===== src/design/charger_regs_pkg.sv =====
// charger control and status register group: constants, codes and carrier types
// assumes a 200 MHz core clock and a byte-wide register access port from the serial engine
//
// Contract
// - writing 1 to force_input_limit_detect starts detection; hardware clears it when done
// - half_rate_safety_timer set halves safety timer rate during dpm, cool or thermal loop
// - battery_switch_off set turns the switch off, after ship_mode_delay if delayed
// - battery_switch_off_delay: 0 immediate turn-off, 1 turn-off after ship_mode_delay
// - warm zone: select 0 clamps charge voltage to min of 4.1V and target
// - battery_switch_reset_enable 1 permits the switch reset function, 0 disables it
// - discharge_overcurrent_filter picks deglitch 128us, 256us, 1ms or 2ms
// - control resets to 0x4C; switch off, switch delay and filter fields ignore watchdog expiry
// - detecting variant reports none, SDP, CDP, DCP, unknown, non-standard or OTG
// - base variant reports 001 SDP with select pin high, 010 adaptor when low
// - charge_phase reports disabled, pre-charge, fast charge or terminated
// - input_power_good reads 1 while input supply is good and not weak
// - thermal_regulation_flag reads 1 while charge is reduced for thermal regulation
// - min_system_regulation_flag reads 1 while system voltage is regulated at minimum
// - watchdog expired flag reads 1 after the watchdog timer ran out
// - otg fault flag reads 1 while any condition prevents boost operation
// - charge_fault_code reports normal, input fault, thermal shutdown or timer expiry
// - temperature_zone_code follows the live zone, no read needed to clear
// - watchdog period disabled, 40s, 80s or 160s; expiry restores marked fields
package charger_regs_pkg;

   // ----------------------------------------
   // register offsets
   // ----------------------------------------
   localparam logic [7:0] CTRL_OFFSET = 8'h07;
   localparam logic [7:0] STATUS_OFFSET = 8'h08;
   localparam logic [7:0] FAULT_OFFSET = 8'h09;
   localparam logic [7:0] CTRL_RESET = 8'h4C;
   localparam logic [7:0] UNMAPPED_READ = 8'h00;

   // ----------------------------------------
   // timing
   // ----------------------------------------
   localparam int CLK_PERIOD_NS = 5;
   localparam int TICK_NS = 1000000;
   localparam int TICK_CYCLES = (TICK_NS + CLK_PERIOD_NS - 1) / CLK_PERIOD_NS;
   localparam int SHIP_DELAY_MS = 12000;
   localparam int SHIP_DELAY_TICKS = SHIP_DELAY_MS;
   localparam int OCP_T0_NS = 128000;
   localparam int OCP_T1_NS = 256000;
   localparam int OCP_T2_NS = 1000000;
   localparam int OCP_T3_NS = 2000000;
   localparam int OCP_T0_CYCLES = (OCP_T0_NS + CLK_PERIOD_NS - 1) / CLK_PERIOD_NS;
   localparam int OCP_T1_CYCLES = (OCP_T1_NS + CLK_PERIOD_NS - 1) / CLK_PERIOD_NS;
   localparam int OCP_T2_CYCLES = (OCP_T2_NS + CLK_PERIOD_NS - 1) / CLK_PERIOD_NS;
   localparam int OCP_T3_CYCLES = (OCP_T3_NS + CLK_PERIOD_NS - 1) / CLK_PERIOD_NS;
   localparam int WD_40S_S = 40;
   localparam int WD_80S_S = 80;
   localparam int WD_160S_S = 160;
   localparam int WD_40S_TICKS = WD_40S_S * 1000;
   localparam int WD_80S_TICKS = WD_80S_S * 1000;
   localparam int WD_160S_TICKS = WD_160S_S * 1000;
   localparam int CNT_W = 20;

   // ----------------------------------------
   // codes
   // ----------------------------------------
   localparam logic [1:0] WD_OFF = 2'h0;
   localparam logic [1:0] WD_40S = 2'h1;
   localparam logic [1:0] WD_80S = 2'h2;
   localparam logic [2:0] SRC_NONE = 3'h0;
   localparam logic [2:0] SRC_SDP = 3'h1;
   localparam logic [2:0] SRC_ADAPTOR = 3'h2;
   localparam logic [2:0] SRC_OTG = 3'h7;
   localparam logic [2:0] ZONE_WARM = 3'h2;
   localparam logic [2:0] ZONE_COOL = 3'h3;

   typedef enum logic [1:0] {
      SW_ON = 2'h0,
      SW_WAIT = 2'h1,
      SW_OFF = 2'h3
   } switch_state_e;

   // ----------------------------------------
   // register layouts, msb first
   // ----------------------------------------
   typedef struct packed {
      logic forceDetect;
      logic halfRate;
      logic switchOff;
      logic warmVoltSel;
      logic switchDelay;
      logic switchRstEn;
      logic [1:0] ocpFilter;
   } ctrl_s;

   typedef struct packed {
      logic [2:0] sourceType;
      logic [1:0] chargePhase;
      logic powerGood;
      logic thermReg;
      logic minSysReg;
   } status_s;

   typedef struct packed {
      logic wdFault;
      logic otgFault;
      logic [1:0] chargeFault;
      logic batFault;
      logic [2:0] tempZone;
   } fault_s;

endpackage


===== src/design/ocp_deglitch.sv =====
// discharge overcurrent deglitch filter with four selectable windows
// assumes the comparator input is already synchronised to core_clk
`timescale 1ns/1ps
module ocp_deglitch #(
   parameter int T0_CYCLES = charger_regs_pkg::OCP_T0_CYCLES,
   parameter int T1_CYCLES = charger_regs_pkg::OCP_T1_CYCLES,
   parameter int T2_CYCLES = charger_regs_pkg::OCP_T2_CYCLES,
   parameter int T3_CYCLES = charger_regs_pkg::OCP_T3_CYCLES
) (
   input wire logic core_clk,
   input wire logic sys_rst,
   input wire logic [1:0] filterSel,
   input wire logic rawOver,
   output logic tripped
);
   typedef struct packed {
      logic [charger_regs_pkg::CNT_W-1:0] cnt;
      logic trip;
   } filt_s;

   filt_s st_r;
   filt_s st_nxt;
   logic [charger_regs_pkg::CNT_W-1:0] limit;

   // ----------------------------------------
   // filter
   // ----------------------------------------
   always_comb begin
      st_nxt = st_r;
      unique case (filterSel)
         2'h0: limit = charger_regs_pkg::CNT_W'(T0_CYCLES - 1);
         2'h1: limit = charger_regs_pkg::CNT_W'(T1_CYCLES - 1);
         2'h2: limit = charger_regs_pkg::CNT_W'(T2_CYCLES - 1);
         2'h3: limit = charger_regs_pkg::CNT_W'(T3_CYCLES - 1);
      endcase
      // any low sample restarts the window, so short spikes never trip
      if (!rawOver) begin
         st_nxt.cnt = '0;
         st_nxt.trip = 1'b0;
      end else if (st_r.cnt >= limit) begin
         st_nxt.trip = 1'b1;
      end else begin
         st_nxt.cnt = st_r.cnt + 1'b1;
      end
   end

   always_ff @(posedge core_clk) begin
      if (sys_rst) begin
         st_r <= '0;
      end else begin
         st_r <= st_nxt;
      end
   end

   assign tripped = st_r.trip;
endmodule


===== src/design/charger_control_status_regs.sv =====
// charger control register and the two read-only status and fault registers
// assumes a byte register port from the serial engine and live status from the charger core
`timescale 1ns/1ps
module charger_control_status_regs #(
   parameter bit BASE_VARIANT = 1'b0,
   parameter int TICK_CYCLES = charger_regs_pkg::TICK_CYCLES,
   parameter int SHIP_DELAY_TICKS = charger_regs_pkg::SHIP_DELAY_TICKS,
   parameter int OCP_T0_CYCLES = charger_regs_pkg::OCP_T0_CYCLES,
   parameter int OCP_T1_CYCLES = charger_regs_pkg::OCP_T1_CYCLES,
   parameter int OCP_T2_CYCLES = charger_regs_pkg::OCP_T2_CYCLES,
   parameter int OCP_T3_CYCLES = charger_regs_pkg::OCP_T3_CYCLES,
   parameter int WD_40S_TICKS = charger_regs_pkg::WD_40S_TICKS,
   parameter int WD_80S_TICKS = charger_regs_pkg::WD_80S_TICKS,
   parameter int WD_160S_TICKS = charger_regs_pkg::WD_160S_TICKS
) (
   input wire logic core_clk,
   input wire logic sys_rst,
   input wire logic [7:0] regAddr,
   input wire logic regWrEn,
   input wire logic [7:0] regWrData,
   input wire logic regRdEn,
   output logic [7:0] regRdData,
   input wire logic regDefaultsRestore,
   input wire logic watchdogKick,
   input wire logic [1:0] watchdogPeriodSel,
   input wire logic vbusPresent,
   input wire logic inputDetectDone,
   input wire logic dpmActive,
   input wire logic thermRegActive,
   input wire logic sourceSelectPin,
   input wire logic [2:0] detectedSourceType,
   input wire logic otgActive,
   input wire logic [1:0] chargePhaseIn,
   input wire logic powerGoodIn,
   input wire logic minSysRegIn,
   input wire logic otgFaultIn,
   input wire logic [1:0] chargeFaultIn,
   input wire logic batFaultIn,
   input wire logic [2:0] tempZoneIn,
   input wire logic overcurrentPin,
   output logic inputDetectReq,
   output logic safetyTimerTick,
   output logic batterySwitchOn,
   output logic warmVoltageClamp,
   output logic switchResetEnable,
   output logic [1:0] overcurrentFilterSel,
   output logic overcurrentTrip,
   output logic watchdogExpired
);
   localparam int CW = charger_regs_pkg::CNT_W;

   typedef struct packed {
      charger_regs_pkg::ctrl_s ctrl;
      charger_regs_pkg::status_s status;
      charger_regs_pkg::fault_s fault;
      logic [7:0] rdData;
      logic [CW-1:0] tickCnt;
      logic tick;
      logic halfPhase;
      logic safetyTick;
      logic [CW-1:0] wdCnt;
      charger_regs_pkg::switch_state_e swState;
      logic [CW-1:0] swCnt;
      logic clamp;
      logic [1:0] pselSync;
      logic [1:0] ocpSync;
   } state_s;

   localparam state_s STATE_RESET = '{
      ctrl: charger_regs_pkg::CTRL_RESET,
      status: '0,
      fault: '0,
      rdData: '0,
      tickCnt: '0,
      tick: 1'b0,
      halfPhase: 1'b0,
      safetyTick: 1'b0,
      wdCnt: '0,
      swState: charger_regs_pkg::SW_ON,
      swCnt: '0,
      clamp: 1'b0,
      pselSync: '0,
      ocpSync: '0
   };

   state_s st_r;
   state_s st_nxt;
   charger_regs_pkg::ctrl_s ctrlDefault;
   logic ctrlWrite;
   logic slowTimer;
   logic wdExpire;
   logic [CW-1:0] wdLimit;

   // ----------------------------------------
   // next state
   // ----------------------------------------
   always_comb begin
      st_nxt = st_r;
      ctrlDefault = charger_regs_pkg::CTRL_RESET;
      ctrlWrite = regWrEn && (regAddr == charger_regs_pkg::CTRL_OFFSET);

      // two-flop synchronisers for the pins
      st_nxt.pselSync = {st_r.pselSync[0], sourceSelectPin};
      st_nxt.ocpSync = {st_r.ocpSync[0], overcurrentPin};

      // millisecond time base shared by watchdog, ship delay and safety timer
      st_nxt.tick = 1'b0;
      if (st_r.tickCnt >= CW'(TICK_CYCLES - 1)) begin
         st_nxt.tickCnt = '0;
         st_nxt.tick = 1'b1;
      end else begin
         st_nxt.tickCnt = st_r.tickCnt + 1'b1;
      end

      // watchdog
      // periods are parameters so that a short expiry can be reached in simulation
      unique case (watchdogPeriodSel)
         charger_regs_pkg::WD_OFF: wdLimit = '0;
         charger_regs_pkg::WD_40S: wdLimit = CW'(WD_40S_TICKS - 1);
         charger_regs_pkg::WD_80S: wdLimit = CW'(WD_80S_TICKS - 1);
         default: wdLimit = CW'(WD_160S_TICKS - 1);
      endcase
      wdExpire = 1'b0;
      if (watchdogPeriodSel == charger_regs_pkg::WD_OFF || watchdogKick || regDefaultsRestore) begin
         st_nxt.wdCnt = '0;
      end else if (st_r.tick) begin
         if (st_r.wdCnt >= wdLimit) begin
            wdExpire = 1'b1;
            st_nxt.wdCnt = '0;
         end else begin
            st_nxt.wdCnt = st_r.wdCnt + 1'b1;
         end
      end

      // control register: hardware clear first, so a host write of 1 wins
      if (inputDetectDone) begin
         st_nxt.ctrl.forceDetect = 1'b0;
      end
      if (ctrlWrite) begin
         st_nxt.ctrl = charger_regs_pkg::ctrl_s'(regWrData);
      end
      // expiry spares the switch off, switch delay and filter fields
      if (wdExpire) begin
         st_nxt.ctrl.forceDetect = ctrlDefault.forceDetect;
         st_nxt.ctrl.halfRate = ctrlDefault.halfRate;
         st_nxt.ctrl.warmVoltSel = ctrlDefault.warmVoltSel;
         st_nxt.ctrl.switchRstEn = ctrlDefault.switchRstEn;
      end
      if (regDefaultsRestore) begin
         st_nxt.ctrl = ctrlDefault;
      end

      // live status; nothing in the write path reaches these fields
      if (BASE_VARIANT) begin
         if (otgActive) begin
            st_nxt.status.sourceType = charger_regs_pkg::SRC_OTG;
         end else if (!vbusPresent) begin
            st_nxt.status.sourceType = charger_regs_pkg::SRC_NONE;
         end else if (st_r.pselSync[1]) begin
            st_nxt.status.sourceType = charger_regs_pkg::SRC_SDP;
         end else begin
            st_nxt.status.sourceType = charger_regs_pkg::SRC_ADAPTOR;
         end
      end else begin
         st_nxt.status.sourceType = detectedSourceType;
      end
      st_nxt.status.chargePhase = chargePhaseIn;
      st_nxt.status.powerGood = powerGoodIn;
      st_nxt.status.thermReg = thermRegActive;
      st_nxt.status.minSysReg = minSysRegIn;

      // watchdog flag: a kick in the same cycle blocks the expiry, so the kick wins
      if (watchdogKick || regDefaultsRestore) begin
         st_nxt.fault.wdFault = 1'b0;
      end
      if (wdExpire) begin
         st_nxt.fault.wdFault = 1'b1;
      end
      st_nxt.fault.otgFault = otgFaultIn;
      st_nxt.fault.chargeFault = chargeFaultIn;
      st_nxt.fault.batFault = batFaultIn;
      st_nxt.fault.tempZone = tempZoneIn;

      // safety timer rate
      slowTimer = st_r.ctrl.halfRate && (dpmActive || thermRegActive
         || st_r.fault.tempZone == charger_regs_pkg::ZONE_COOL);
      st_nxt.safetyTick = 1'b0;
      if (st_r.tick) begin
         if (slowTimer) begin
            st_nxt.halfPhase = !st_r.halfPhase;
            st_nxt.safetyTick = st_r.halfPhase;
         end else begin
            st_nxt.halfPhase = 1'b0;
            st_nxt.safetyTick = 1'b1;
         end
      end

      // warm zone voltage clamp
      st_nxt.clamp = (st_r.fault.tempZone == charger_regs_pkg::ZONE_WARM)
         && !st_r.ctrl.warmVoltSel;

      // battery switch
      unique case (st_r.swState)
         charger_regs_pkg::SW_ON: begin
            st_nxt.swCnt = '0;
            if (st_r.ctrl.switchOff) begin
               st_nxt.swState = st_r.ctrl.switchDelay ? charger_regs_pkg::SW_WAIT
                  : charger_regs_pkg::SW_OFF;
            end
         end
         charger_regs_pkg::SW_WAIT: begin
            if (!st_r.ctrl.switchOff) begin
               st_nxt.swState = charger_regs_pkg::SW_ON;
            end else if (!st_r.ctrl.switchDelay) begin
               st_nxt.swState = charger_regs_pkg::SW_OFF;
            end else if (st_r.tick) begin
               if (st_r.swCnt >= CW'(SHIP_DELAY_TICKS - 1)) begin
                  st_nxt.swState = charger_regs_pkg::SW_OFF;
               end else begin
                  st_nxt.swCnt = st_r.swCnt + 1'b1;
               end
            end
         end
         charger_regs_pkg::SW_OFF: begin
            if (!st_r.ctrl.switchOff) begin
               st_nxt.swState = charger_regs_pkg::SW_ON;
            end
         end
         default: st_nxt.swState = charger_regs_pkg::SW_ON;
      endcase

      // read port; writes to the read-only offsets fall through untouched
      if (regRdEn) begin
         unique case (regAddr)
            charger_regs_pkg::CTRL_OFFSET: st_nxt.rdData = st_r.ctrl;
            charger_regs_pkg::STATUS_OFFSET: st_nxt.rdData = st_r.status;
            charger_regs_pkg::FAULT_OFFSET: st_nxt.rdData = st_r.fault;
            default: st_nxt.rdData = charger_regs_pkg::UNMAPPED_READ;
         endcase
      end
   end

   always_ff @(posedge core_clk) begin
      if (sys_rst) begin
         st_r <= STATE_RESET;
      end else begin
         st_r <= st_nxt;
      end
   end

   // ----------------------------------------
   // outputs
   // ----------------------------------------
   ocp_deglitch #(
      .T0_CYCLES(OCP_T0_CYCLES),
      .T1_CYCLES(OCP_T1_CYCLES),
      .T2_CYCLES(OCP_T2_CYCLES),
      .T3_CYCLES(OCP_T3_CYCLES)
   ) u_ocp (
      .core_clk(core_clk),
      .sys_rst(sys_rst),
      .filterSel(st_r.ctrl.ocpFilter),
      .rawOver(st_r.ocpSync[1]),
      .tripped(overcurrentTrip)
   );

   assign regRdData = st_r.rdData;
   // detection only runs while a supply is present
   assign inputDetectReq = st_r.ctrl.forceDetect && vbusPresent;
   assign safetyTimerTick = st_r.safetyTick;
   assign batterySwitchOn = (st_r.swState != charger_regs_pkg::SW_OFF);
   assign warmVoltageClamp = st_r.clamp;
   assign switchResetEnable = st_r.ctrl.switchRstEn;
   assign overcurrentFilterSel = st_r.ctrl.ocpFilter;
   assign watchdogExpired = st_r.fault.wdFault;
endmodule


===== config.mk =====
export PLATFORM = sky130hd
export DESIGN_NAME = charger_control_status_regs
export DESIGN_NICKNAME = d
export VERILOG_FILES = /design/src/design/charger_regs_pkg.sv /design/src/design/ocp_deglitch.sv /design/src/design/charger_control_status_regs.sv
export SDC_FILE = /design/constraint.sdc
export NUM_CORES = 1
export LEC_CHECK = 0
export BUFFER_PORTS_ARGS = -buffer_cell sky130_fd_sc_hd__buf_2
export CELL_PAD_IN_SITES_DETAIL_PLACEMENT = 1
export CELL_PAD_IN_SITES_GLOBAL_PLACEMENT = 2
export CORE_ASPECT_RATIO = 0.9
export CORE_MARGIN = 8
export CORE_UTILIZATION = 39
export DETAILED_ROUTE_END_ITERATION = 7
export GPL_ROUTABILITY_DRIVEN = 0
export GPL_TIMING_DRIVEN = 0
export MAX_ROUTING_LAYER = met4
export PLACE_DENSITY_LB_ADDON = 0.25
export SLEW_MARGIN = 20
export SYNTH_ARGS = -nofsm -noshare
export SYNTH_HDL_FRONTEND = slang
export SYNTH_SLANG_ARGS = --single-unit

===== constraint.sdc =====
create_clock -name core_clk -period 5.75 [get_ports core_clk]
set_input_delay 0.575 -clock core_clk [delete_from_list [all_inputs] [get_ports core_clk]]
set_output_delay 0.575 -clock core_clk [all_outputs]
set_load 0.05 [all_outputs]

### After elaboration in Yosys (flattened, before gate mapping)

Cells that the tools add are included.

| storage, ports and cells | value |
|---|---|
| register bits | 121 |
| latch bits | 0 |
| bits in writable memories | 0 |
| bits in read-only memories | 0 |
| input port bits | 45 |
| output and inout port bits | 17 |
| logic and storage cells | 110 |
| memories kept | 0 |

| operators by class | value |
|---|---|
| $add $sub $neg | 4 |
| $mul | 0 |
| div/mod/pow operators | 0 |
| $lt $le $gt $ge | 4 |
| eq/ne operators | 21 |
| shifts and indexed selects | 0 |
| multiplexer cells | 25 |
| bitwise gates (word level) | 2 |
| reductions and logical operators | 25 |

Operators by type and width:

| kind | number |
|---|---|
| $add A20 B1 Y20 const B | 4 |
| $mux W20 | 4 |
| $pmux W20 S4 | 1 |
| $pmux W18 S3 | 1 |
| $ge A20 B20 Y1 | 2 |
| $pmux W20 S2 | 1 |
| $pmux W8 S3 | 1 |
| $mux W22 | 1 |
| $ge A20 B14 Y1 const B | 1 |
| $ge A20 B18 Y1 const B | 1 |
| $eq A8 B4 Y1 const B | 2 |
| $mux W2 | 7 |
| $ne A2 B2 Y1 const B | 7 |
| $reduce_or A2 Y1 | 5 |
| $eq A2 B2 Y1 const B | 4 |
| $eq A8 B3 Y1 const B | 1 |
| $mux W8 | 1 |
| $ne A4 B4 Y1 const B | 2 |
| $mux W1 | 7 |
| $eq A2 B1 Y1 const B | 3 |
| $eq A3 B2 Y1 const B | 2 |
| $logic_not A2 Y1 | 3 |
| $pmux W2 S3 | 1 |
| $reduce_bool A2 Y1 | 3 |
| 7 further kinds | 16 |

### Longest topological paths before layout

Gate-level depths: netlist of the first run.

| logic depth | value |
|---|---|
| depth in word-level cells | 7 |
| gate-level depth with buffers | 12 |
| gate-level depth less buffers | 10 |

### Hierarchy

Synthesis of the first run repeated with hierarchy kept, for this count alone.

| unflattened totals | value |
|---|---|
| cell total of the unflattened synthesis | 689 |
| area, all modules | 6363.6 um^2 |

Modules (own cells, without submodules):

| module | instances | cells an instance | area an instance (um^2) |
|---|---|---|---|
| charger_control_status_regs | 1 | 524 | 4932.2 |
| ocp_deglitch | 1 | 165 | 1431.4 |

### Worst setup path before layout of the first run

No wires, ideal clock.

| path | value |
|---|---|
| path type | reg-to-reg |
| start | register st_r (netlist bit overcurrentFilterSel[1]) |
| end | register u_ocp.st_r[9] (netlist bit) |
| setup time | 127 ps |
| arrival | 2737 ps |
| slack | 2886 ps |
| cell stages (with the launch flop) | 13 |
| path buffers | 2 |
| clock period less this slack | 2864 ps |
| path through | dfxtp_1 inv_1 ha_1 inv_1 ha_1 a21o_1 a221o_1 a221oi_4 o21ai_4 buf_6 buf_2 o31ai_1 a21oi_1 |

| on the way | value |
|---|---|
| cells in the longest elaborated chain, start to end | 3 |

RTL lines:

| what | line | text |
|---|---|---|
| from (decl) | charger_control_status_regs.sv:86 | `state_s st_r;` |
| from (signal assigned) | charger_control_status_regs.sv:247 | `st_r <= st_nxt;` |
| $eq A2 B2 Y1, or another cell as far along | ocp_deglitch.sv:30 | `unique case (filterSel)` |
| $pmux W20 S4 * | ocp_deglitch.sv:30 |  |
| $ge A20 B20 Y1 * | ocp_deglitch.sv:40 | `end else if (st_r.cnt >= limit) begin` |
| to (signal assigned) | ocp_deglitch.sv:51 | `st_r <= st_nxt;` |
| to (decl) | ocp_deglitch.sv:21 | `filt_s st_r;` |

Every way passes the cells marked *; elsewhere a longest branch is shown, timed or not. The select of a mux whose other input is x is not followed.
A chain may end at the register's enable or synchronous reset.

### Worst setup path in the final report of the first run

Same ends and word-level chain as after synthesis.

==> flow_summary.json, run 1 <==
{
  "outcome": "finished, final reports clean",
  "ys.flop_type": "dfxtp_1",
  "grt_pass1_wl_mm": 27.75,
  "hold_path.class": "input pin to flop",
  "fin_crit_sh": 0.5815,
  "grt_pass1_vias": 5384,
  "worstRegToRegCells": 12,
  "crit_slowest_cell": "dfxtp_1",
  "wire_per_inst_microns": 17.39,
  "slew_headroom": 0.5243,
  "hold_viol": 0,
  "slew_viol_final": 0,
  "clock_power_share": 0.549,
  "grt_use_total": 0.1827,
  "yosysSeqAreaShare": 0.4115,
  "fin_skew_ps": 5.442,
  "holdWs_ps": 373.7,
  "setup_tns_ps": 0,
  "required_ps": 6040,
  "die_area_sq_um": 19290,
  "async_reset_ff_frac": 0,
  "dr.pass1.iters": 4,
  "final_common_cell": "dfxtp_1",
  "netlist_instances": 662,
  "worst_path_largest_cell_delay_ps": 550,
  "area_growth_pct": 20.06,
  "cts_max_level": 4,
  "yosysWarnings": 0,
  "diodes": 0,
  "vdd_ir_drop_max_v": 0.0002134,
  "initial_utilization": 0.4001,
  "multi_input_comb_area_sq_um": 3201,
  "dr_wl_met2_mm": 7.442,
  "worstSetupEndpointType": "flop",
  "cp_num_buf_inv": 4,
  "clockBufferDepth": 2,
  "power_frac_comb": 0.044,
  "min_path_cells": 2,
  "yosysTopAreaCellShare": 0.4115,
  "critical-path-top-delay-family": "compound AO/OA/AOI/OAI gates",
  "regArea_sq_um": 2422,
  "p_int_mw": 1.659,
  "fp.dieH_microns": 132.6,
  "p_leak_nw": 2.850,
  "io_pins": 62,
  "wl_met3_microns": 623,
  "clkTransAtPathRegs_ps": 60,
  "start_kind": "flop",
  "vias": 5070,
  "worstSetupPathType": "flop to flop",
  "cts-buffers-inserted": 17,
  "final_cell_mix": "121 x dfxtp_1, 85 x nor2_1, 57 x buf_2",
  "num-fill-cells": 1748,
  "drt_iter0_drc": 234,
  "netSwitchingPower_uw": 450.6,
  "cp.arrival_ps": 3630,
  "cts.sinks": 121,
  "yosysUniqueCellTypes": 57,
  "placeableCoreArea_sq_um": 14710,
  "place_hpwl_mm": 12.39,
  "rsz0062_at_grt": "false",
  "syn_area_sq_um": 5887,
  "postCtsHoldBufs": 0,
  "synth_top_cell_by_area": "dfxtp_1",
  "crit_chain": "inv_1, ha_1, inv_1, ha_1, a21o_1, a221o_1, a221oi_4, o21ai_4, buf_6, buf_2, o31ai_1, a21oi_1",
  "synth.area.top_cells": "dfxtp_1 41%, ha_1 8.1%, nor2_1 5.4%",
  "power_mw": 2.109,
  "power_frac_seq": 0.407,
  "path_depth": 12,
  "crit_fanout": 10,
  "p_per_area_nw_per_um2": 298.4,
  "ant_nets": 0,
  "synth-edff-count": 0,
  "p_sw_frac": 0.2136,
  "cts-root-buf": "clkbuf_16",
  "drive_gt1_frac": 0.1438,
  "final_net_count": 821,
  "max_freq_ghz": 0.2991,
  "die_w_microns": 145.5,
  "max_cap_violations": 0,
  "ctsResizeCount": 0,
  "grt_antenna_before_repair": 0,
  "route.detailed.drc": 0,
  "grt-ovfl-total": 0,
  "cts_tree": "yes",
  "synth_area_per_cell_sq_um": 8.893,
  "num_rows": 42,
  "wl_met1_mm": 8.121,
  "worstMarginPinSlew_ps": 713.5,
  "setup_viol": 0,
  "period_needed_ps": 3344,
  "topRoutingLayerUsed": "met4",
  "routed_wl_mm": 16.50,
  "synth.ff_latch_count": 121,
  "portBuffers": 56,
  "grt_max_degree": 17,
  "clk_latency_ps": 420,
  "vias_per_cell": 5.342,
  "cts_setup_buffers": 0
}
-- power by group through the flow --
stage          clock network, mW  logic (mW)  registers (mW)
2_1_floorplan                  0      0.0556           0.875
3_3_place_gp                   0      0.0906           0.875
3_5_place_dp                   0      0.0937           0.876
4_1_cts                     1.18      0.0945           0.858
5_1_grt                     1.22       0.103           0.858
6_report                    1.16      0.0932           0.858
-- layer usage --
layer / GRT usage / vias up
li1: - / 2493
met1: 0.2282 / 2459
met2: 0.2790 / 90
met3: 0.04908 / 28
met4: 0.06644 / 0
met5: - / -
-- flip-flops by register name, indices dropped and copies added, names as in the netlist --
signal / cells
overcurrentFilterSel: 2
regRdData: 8
safetyTimerTick: 1
st_nxt: 1
st_r: 85
switchResetEnable: 1
u_ocp.st_r: 20
u_ocp.tripped: 1
warmVoltageClamp: 1
watchdogExpired: 1
-- synth_stat cells (all sizes together), types with 16 or more instances --
master  number
ha          38
nor2b       21
xor2        31
a21oi       32
buf         17
nor2        85
and3        16
nand3       36
inv         24
dfxtp      121
nand2       48
-- final cells by class --
| type | count | area share |
|---|---|---|
| multi-input cells | 487 | 0.4528 |
| flip-flops and latches | 121 | 0.3427 |
| clock buffers | 22 | 0.06851 |
| repair buffers | 56 | 0.03965 |
| well taps | 198 | 0.03505 |
| plain buffers | 31 | 0.02514 |
| clock inverters | 10 | 0.02337 |
| inverters | 24 | 0.01275 |
-- stage by stage --
step / instance area [sq um] / utilization / setup slack, ps / cells
2_1_floorplan: 5891 / - / 2886 / 663
3_3_place_gp: 6419 / 0.4362 / 2332 / 917
3_5_place_dp: 6419 / 0.4362 / 2254 / 917
4_1_cts: 7068 / 0.4804 / 2400 / 949
5_1_grt: 7068 / 0.4804 / 2212 / 949
6_report: 7068 / 0.4804 / 2406 / 949
-- worst paths after layout --
check,startpoint,to,slack [ps]
max reg2reg,overcurrentFilterSel[1]$_SDFFE_PP0P_,u_ocp.st_r[9]$_SDFFE_PP0N_,2410
max,overcurrentFilterSel[1]$_SDFFE_PP0P_,u_ocp.st_r[9]$_SDFFE_PP0N_,2410
min reg2reg,st_nxt[1]$_SDFF_PP0_,st_r[1]$_SDFF_PP0_,440
min,batFaultIn,st_r[81]$_SDFF_PP0_,370
-- cell families (layout without fill, tap and decap cells) --
kind of cell / count (synthesis) / in the layout / synth area share
simple gates: 282 / 282 / 0.2440
flops: 121 / 121 / 0.4115
compound gates: 109 / 109 / 0.1320
buf+inv: 55 / 143 / 0.04548
xor+xnor: 45 / 45 / 0.06695
fa+ha+maj: 38 / 38 / 0.08077
mux: 11 / 11 / 0.01870
other cells: 1 / 2 / 0.0006370
Power figures use the tool's default switching activity.
==> run 2, diff against run 1 <==
--- a/config.mk
+++ b/config.mk
@@ -5,12 +5,13 @@
 export SDC_FILE = /design/constraint.sdc
 export NUM_CORES = 1
 export LEC_CHECK = 0
+export ABC_AREA = 1
 export BUFFER_PORTS_ARGS = -buffer_cell sky130_fd_sc_hd__buf_2
 export CELL_PAD_IN_SITES_DETAIL_PLACEMENT = 1
 export CELL_PAD_IN_SITES_GLOBAL_PLACEMENT = 2
 export CORE_ASPECT_RATIO = 0.9
 export CORE_MARGIN = 8
-export CORE_UTILIZATION = 39
+export CORE_UTILIZATION = 34
 export DETAILED_ROUTE_END_ITERATION = 7
 export GPL_ROUTABILITY_DRIVEN = 0
 export GPL_TIMING_DRIVEN = 0
==> constraint.sdc (replaced) <==
create_clock -name core_clk -period 3.13 [get_ports core_clk]
set_input_delay 0.313 -clock core_clk [delete_from_list [all_inputs] [get_ports core_clk]]
set_output_delay 0.313 -clock core_clk [all_outputs]
set_load 0.05 [all_outputs]
==> flow_summary.json, run 2 <==
{
  "max_cap_violations": 0,
  "crit_chain": "inv_1, ha_1, inv_1, ha_1, nand2_1, inv_1, o21ai_0, a21oi_1, nor2_1, nand2_1, nor2_1, buf_2, nand2_1, a21oi_1",
  "netlist_instances": 912,
  "grt-ovfl-total": 0,
  "start_kind": "flop",
  "netSwitchingPower_uw": 862.9,
  "clk_latency_ps": 420,
  "ant_nets": 0,
  "fin_skew_ps": 12.53,
  "slew_headroom": 0.5431,
  "routed_wl_mm": 17.47,
  "die_w_microns": 162.6,
  "synth_area_per_cell_sq_um": 7.207,
  "outcome": "finished, final reports clean",
  "grt_use_total": 0.1553,
  "top_register": "st_r",
  "cts-buffers-inserted": 17,
  "place_hpwl_mm": 13.50,
  "rsz0062_at_grt": "false",
  "period_needed_ps": 2607,
  "area_growth_pct": 18.88,
  "clock_power_share": 0.555,
  "final_cell_mix": "185 x nand2_1, 140 x nor2_1, 121 x dfxtp_1",
  "fp.dieH_microns": 147.9,
  "fin_crit_sh": 0.8329,
  "num-fill-cells": 2397,
  "p_int_mw": 2.951,
  "placeableCoreArea_sq_um": 19040,
  "synth.ff_latch_count": 121,
  "clockBufferDepth": 2,
  "cts_max_level": 4,
  "multi_input_comb_area_sq_um": 3552,
  "hold_viol": 0,
  "cts-root-buf": "clkbuf_16",
  "p_sw_frac": 0.2262,
  "drive_gt1_frac": 0.1537,
  "wire_per_inst_microns": 13.95,
  "initial_utilization": 0.3452,
  "final_net_count": 1072,
  "largest_reg_flops": 85,
  "final_common_cell": "nand2_1",
  "die_area_sq_um": 24040,
  "cp_num_buf_inv": 4,
  "synth.area.top_cells": "dfxtp_1 37%, nand2_1 11%, nor2_1 8.0%",
  "diodes": 0,
  "p_per_area_nw_per_um2": 488.2,
  "cts.sinks": 121,
  "worstSetupPathType": "flop to flop",
  "route.detailed.drc": 0,
  "worstMarginPinSlew_ps": 685.4,
  "power_frac_comb": 0.035,
  "grt_max_degree": 17,
  "ctsResizeCount": 0,
  "synth_top_cell_by_area": "dfxtp_1",
  "yosysUniqueCellTypes": 45,
  "stdcell_count": 1252,
  "yosysWarnings": 0,
  "power_mw": 3.814,
  "yosysSeqAreaShare": 0.3686,
  "required_ps": 3470,
  "setup_tns_ps": 0,
  "yosysTopAreaCellShare": 0.3686,
  "grt_pass1_wl_mm": 29.41,
  "syn_area_sq_um": 6573,
  "io_pins": 62,
  "portBuffers": 57,
  "hold_path.class": "input pin to flop",
  "async_reset_ff_frac": 0,
  "cp.arrival_ps": 2950,
  "postCtsHoldBufs": 0,
  "regArea_sq_um": 2422,
  "critical-path-top-delay-family": "simple AND/OR/NAND/NOR gates",
  "drt_iter0_drc": 200,
  "cts_tree": "yes",
  "cts_setup_buffers": 0,
  "dr.pass1.iters": 4,
  "power_frac_seq": 0.410,
  "num_rows": 48,
  "dp_cells": 1220,
  "grt_antenna_before_repair": 0,
  "clkTransAtPathRegs_ps": 60,
  "ys.flop_type": "dfxtp_1",
  "max_freq_ghz": 0.3836,
  "worstSetupEndpointType": "flop",
  "p_leak_nw": 3.144,
  "vias": 5872,
  "synth_common_cells": "185 x nand2_1, 140 x nor2_1, 121 x dfxtp_1",
  "crit_slowest_cell": "dfxtp_1",
  "setup_viol": 0,
  "vias_per_cell": 4.690,
  "synth-edff-count": 0,
  "crit_fanout": 10,
  "utilization": 0.4104,
  "synth_most_common_cell": "nand2_1",
  "vdd_ir_drop_max_v": 0.0003046,
  "slew_viol_final": 0,
  "worst_path_largest_cell_delay_ps": 520,
  "grt_pass1_vias": 5986
}
run 2: metal layers:
metal,GRT usage,vias up,share of wire
met5,-,-,0
met4,0.04720,0,0.012
met3,0.03197,16,0.032
met2,0.2473,67,0.46
met1,0.1952,2714,0.50
li1,-,3075,-
run 2: worst register-to-register path, cell delays in order (launching register included):
cell and delay, ps:
dfxtp_1 520, inv_1 190, ha_1 220, inv_1 50, ha_1 230, nand2_1 70
inv_1 30, o21ai_0 140, a21oi_1 80, nor2_1 200, nand2_1 80, nor2_1 200
buf_2 290, nand2_1 90, a21oi_1 140
run 2: area by class of cell:
class                      instances  share of cell area
sequential                       121              0.3100
clock buffer                      17             0.05444
buffer                            30             0.02450
timing repair buffer              57             0.03651
tap                              250             0.04003
clock inverter                    15             0.02738
inverter                         108             0.05252
multi-input combinational        654              0.4546
run 2: cell families (layout without fill, tap and decap cells):
family | Yosys count | in the layout | synth area share
compound gates | 95 | 95 | 0.07995
buf+inv | 138 | 227 | 0.09157
flops | 121 | 121 | 0.3686
mux | 2 | 2 | 0.003046
xor+xnor | 49 | 49 | 0.06530
simple gates | 468 | 468 | 0.3187
other cells | 1 | 2 | 0.0005706
fa+ha+maj | 38 | 38 | 0.07234
run 2: metrics by stage:
| step | cell area [sq um] | setup slack [ps] | hold slack, ps |
|---|---|---|---|
| finish | 7814 | 523.1 | 91.61 |
| global route | 7814 | 156.2 | 85.82 |
| CTS | 7814 | 426.5 | 77.39 |
| detailed placement | 7174 | 465.2 | 422.4 |
| global placement | 7174 | 468.8 | 423.6 |
| floorplan | 6576 | 1007 | 388.3 |
run 2: final timing paths:
kind / start / endpoint / slack, ps / depth (start not counted)
worst max-delay path: overcurrentFilterSel[1]$_SDFFE_PP0P_ / u_ocp.st_r[11]$_SDFFE_PP0N_ / 520 / 14
worst min-delay path: chargePhaseIn[1] / st_r[90]$_SDFF_PP0_ / 90 / 3
worst max register to register: overcurrentFilterSel[1]$_SDFFE_PP0P_ / u_ocp.st_r[11]$_SDFFE_PP0N_ / 520 / 14
worst min register to register: st_nxt[1]$_SDFF_PP0_ / st_r[1]$_SDFF_PP0_ / 420 / 2
run 2: power groups by stage:
stage | Sequential (mW) | Combinational (mW) | Clock [mW]
global placement | 1.60 | 0.133 | 0
finish | 1.57 | 0.132 | 2.12
global route | 1.57 | 0.151 | 2.26
CTS | 1.57 | 0.136 | 2.17
floorplan | 1.60 | 0.0725 | 0
detailed placement | 1.60 | 0.134 | 0
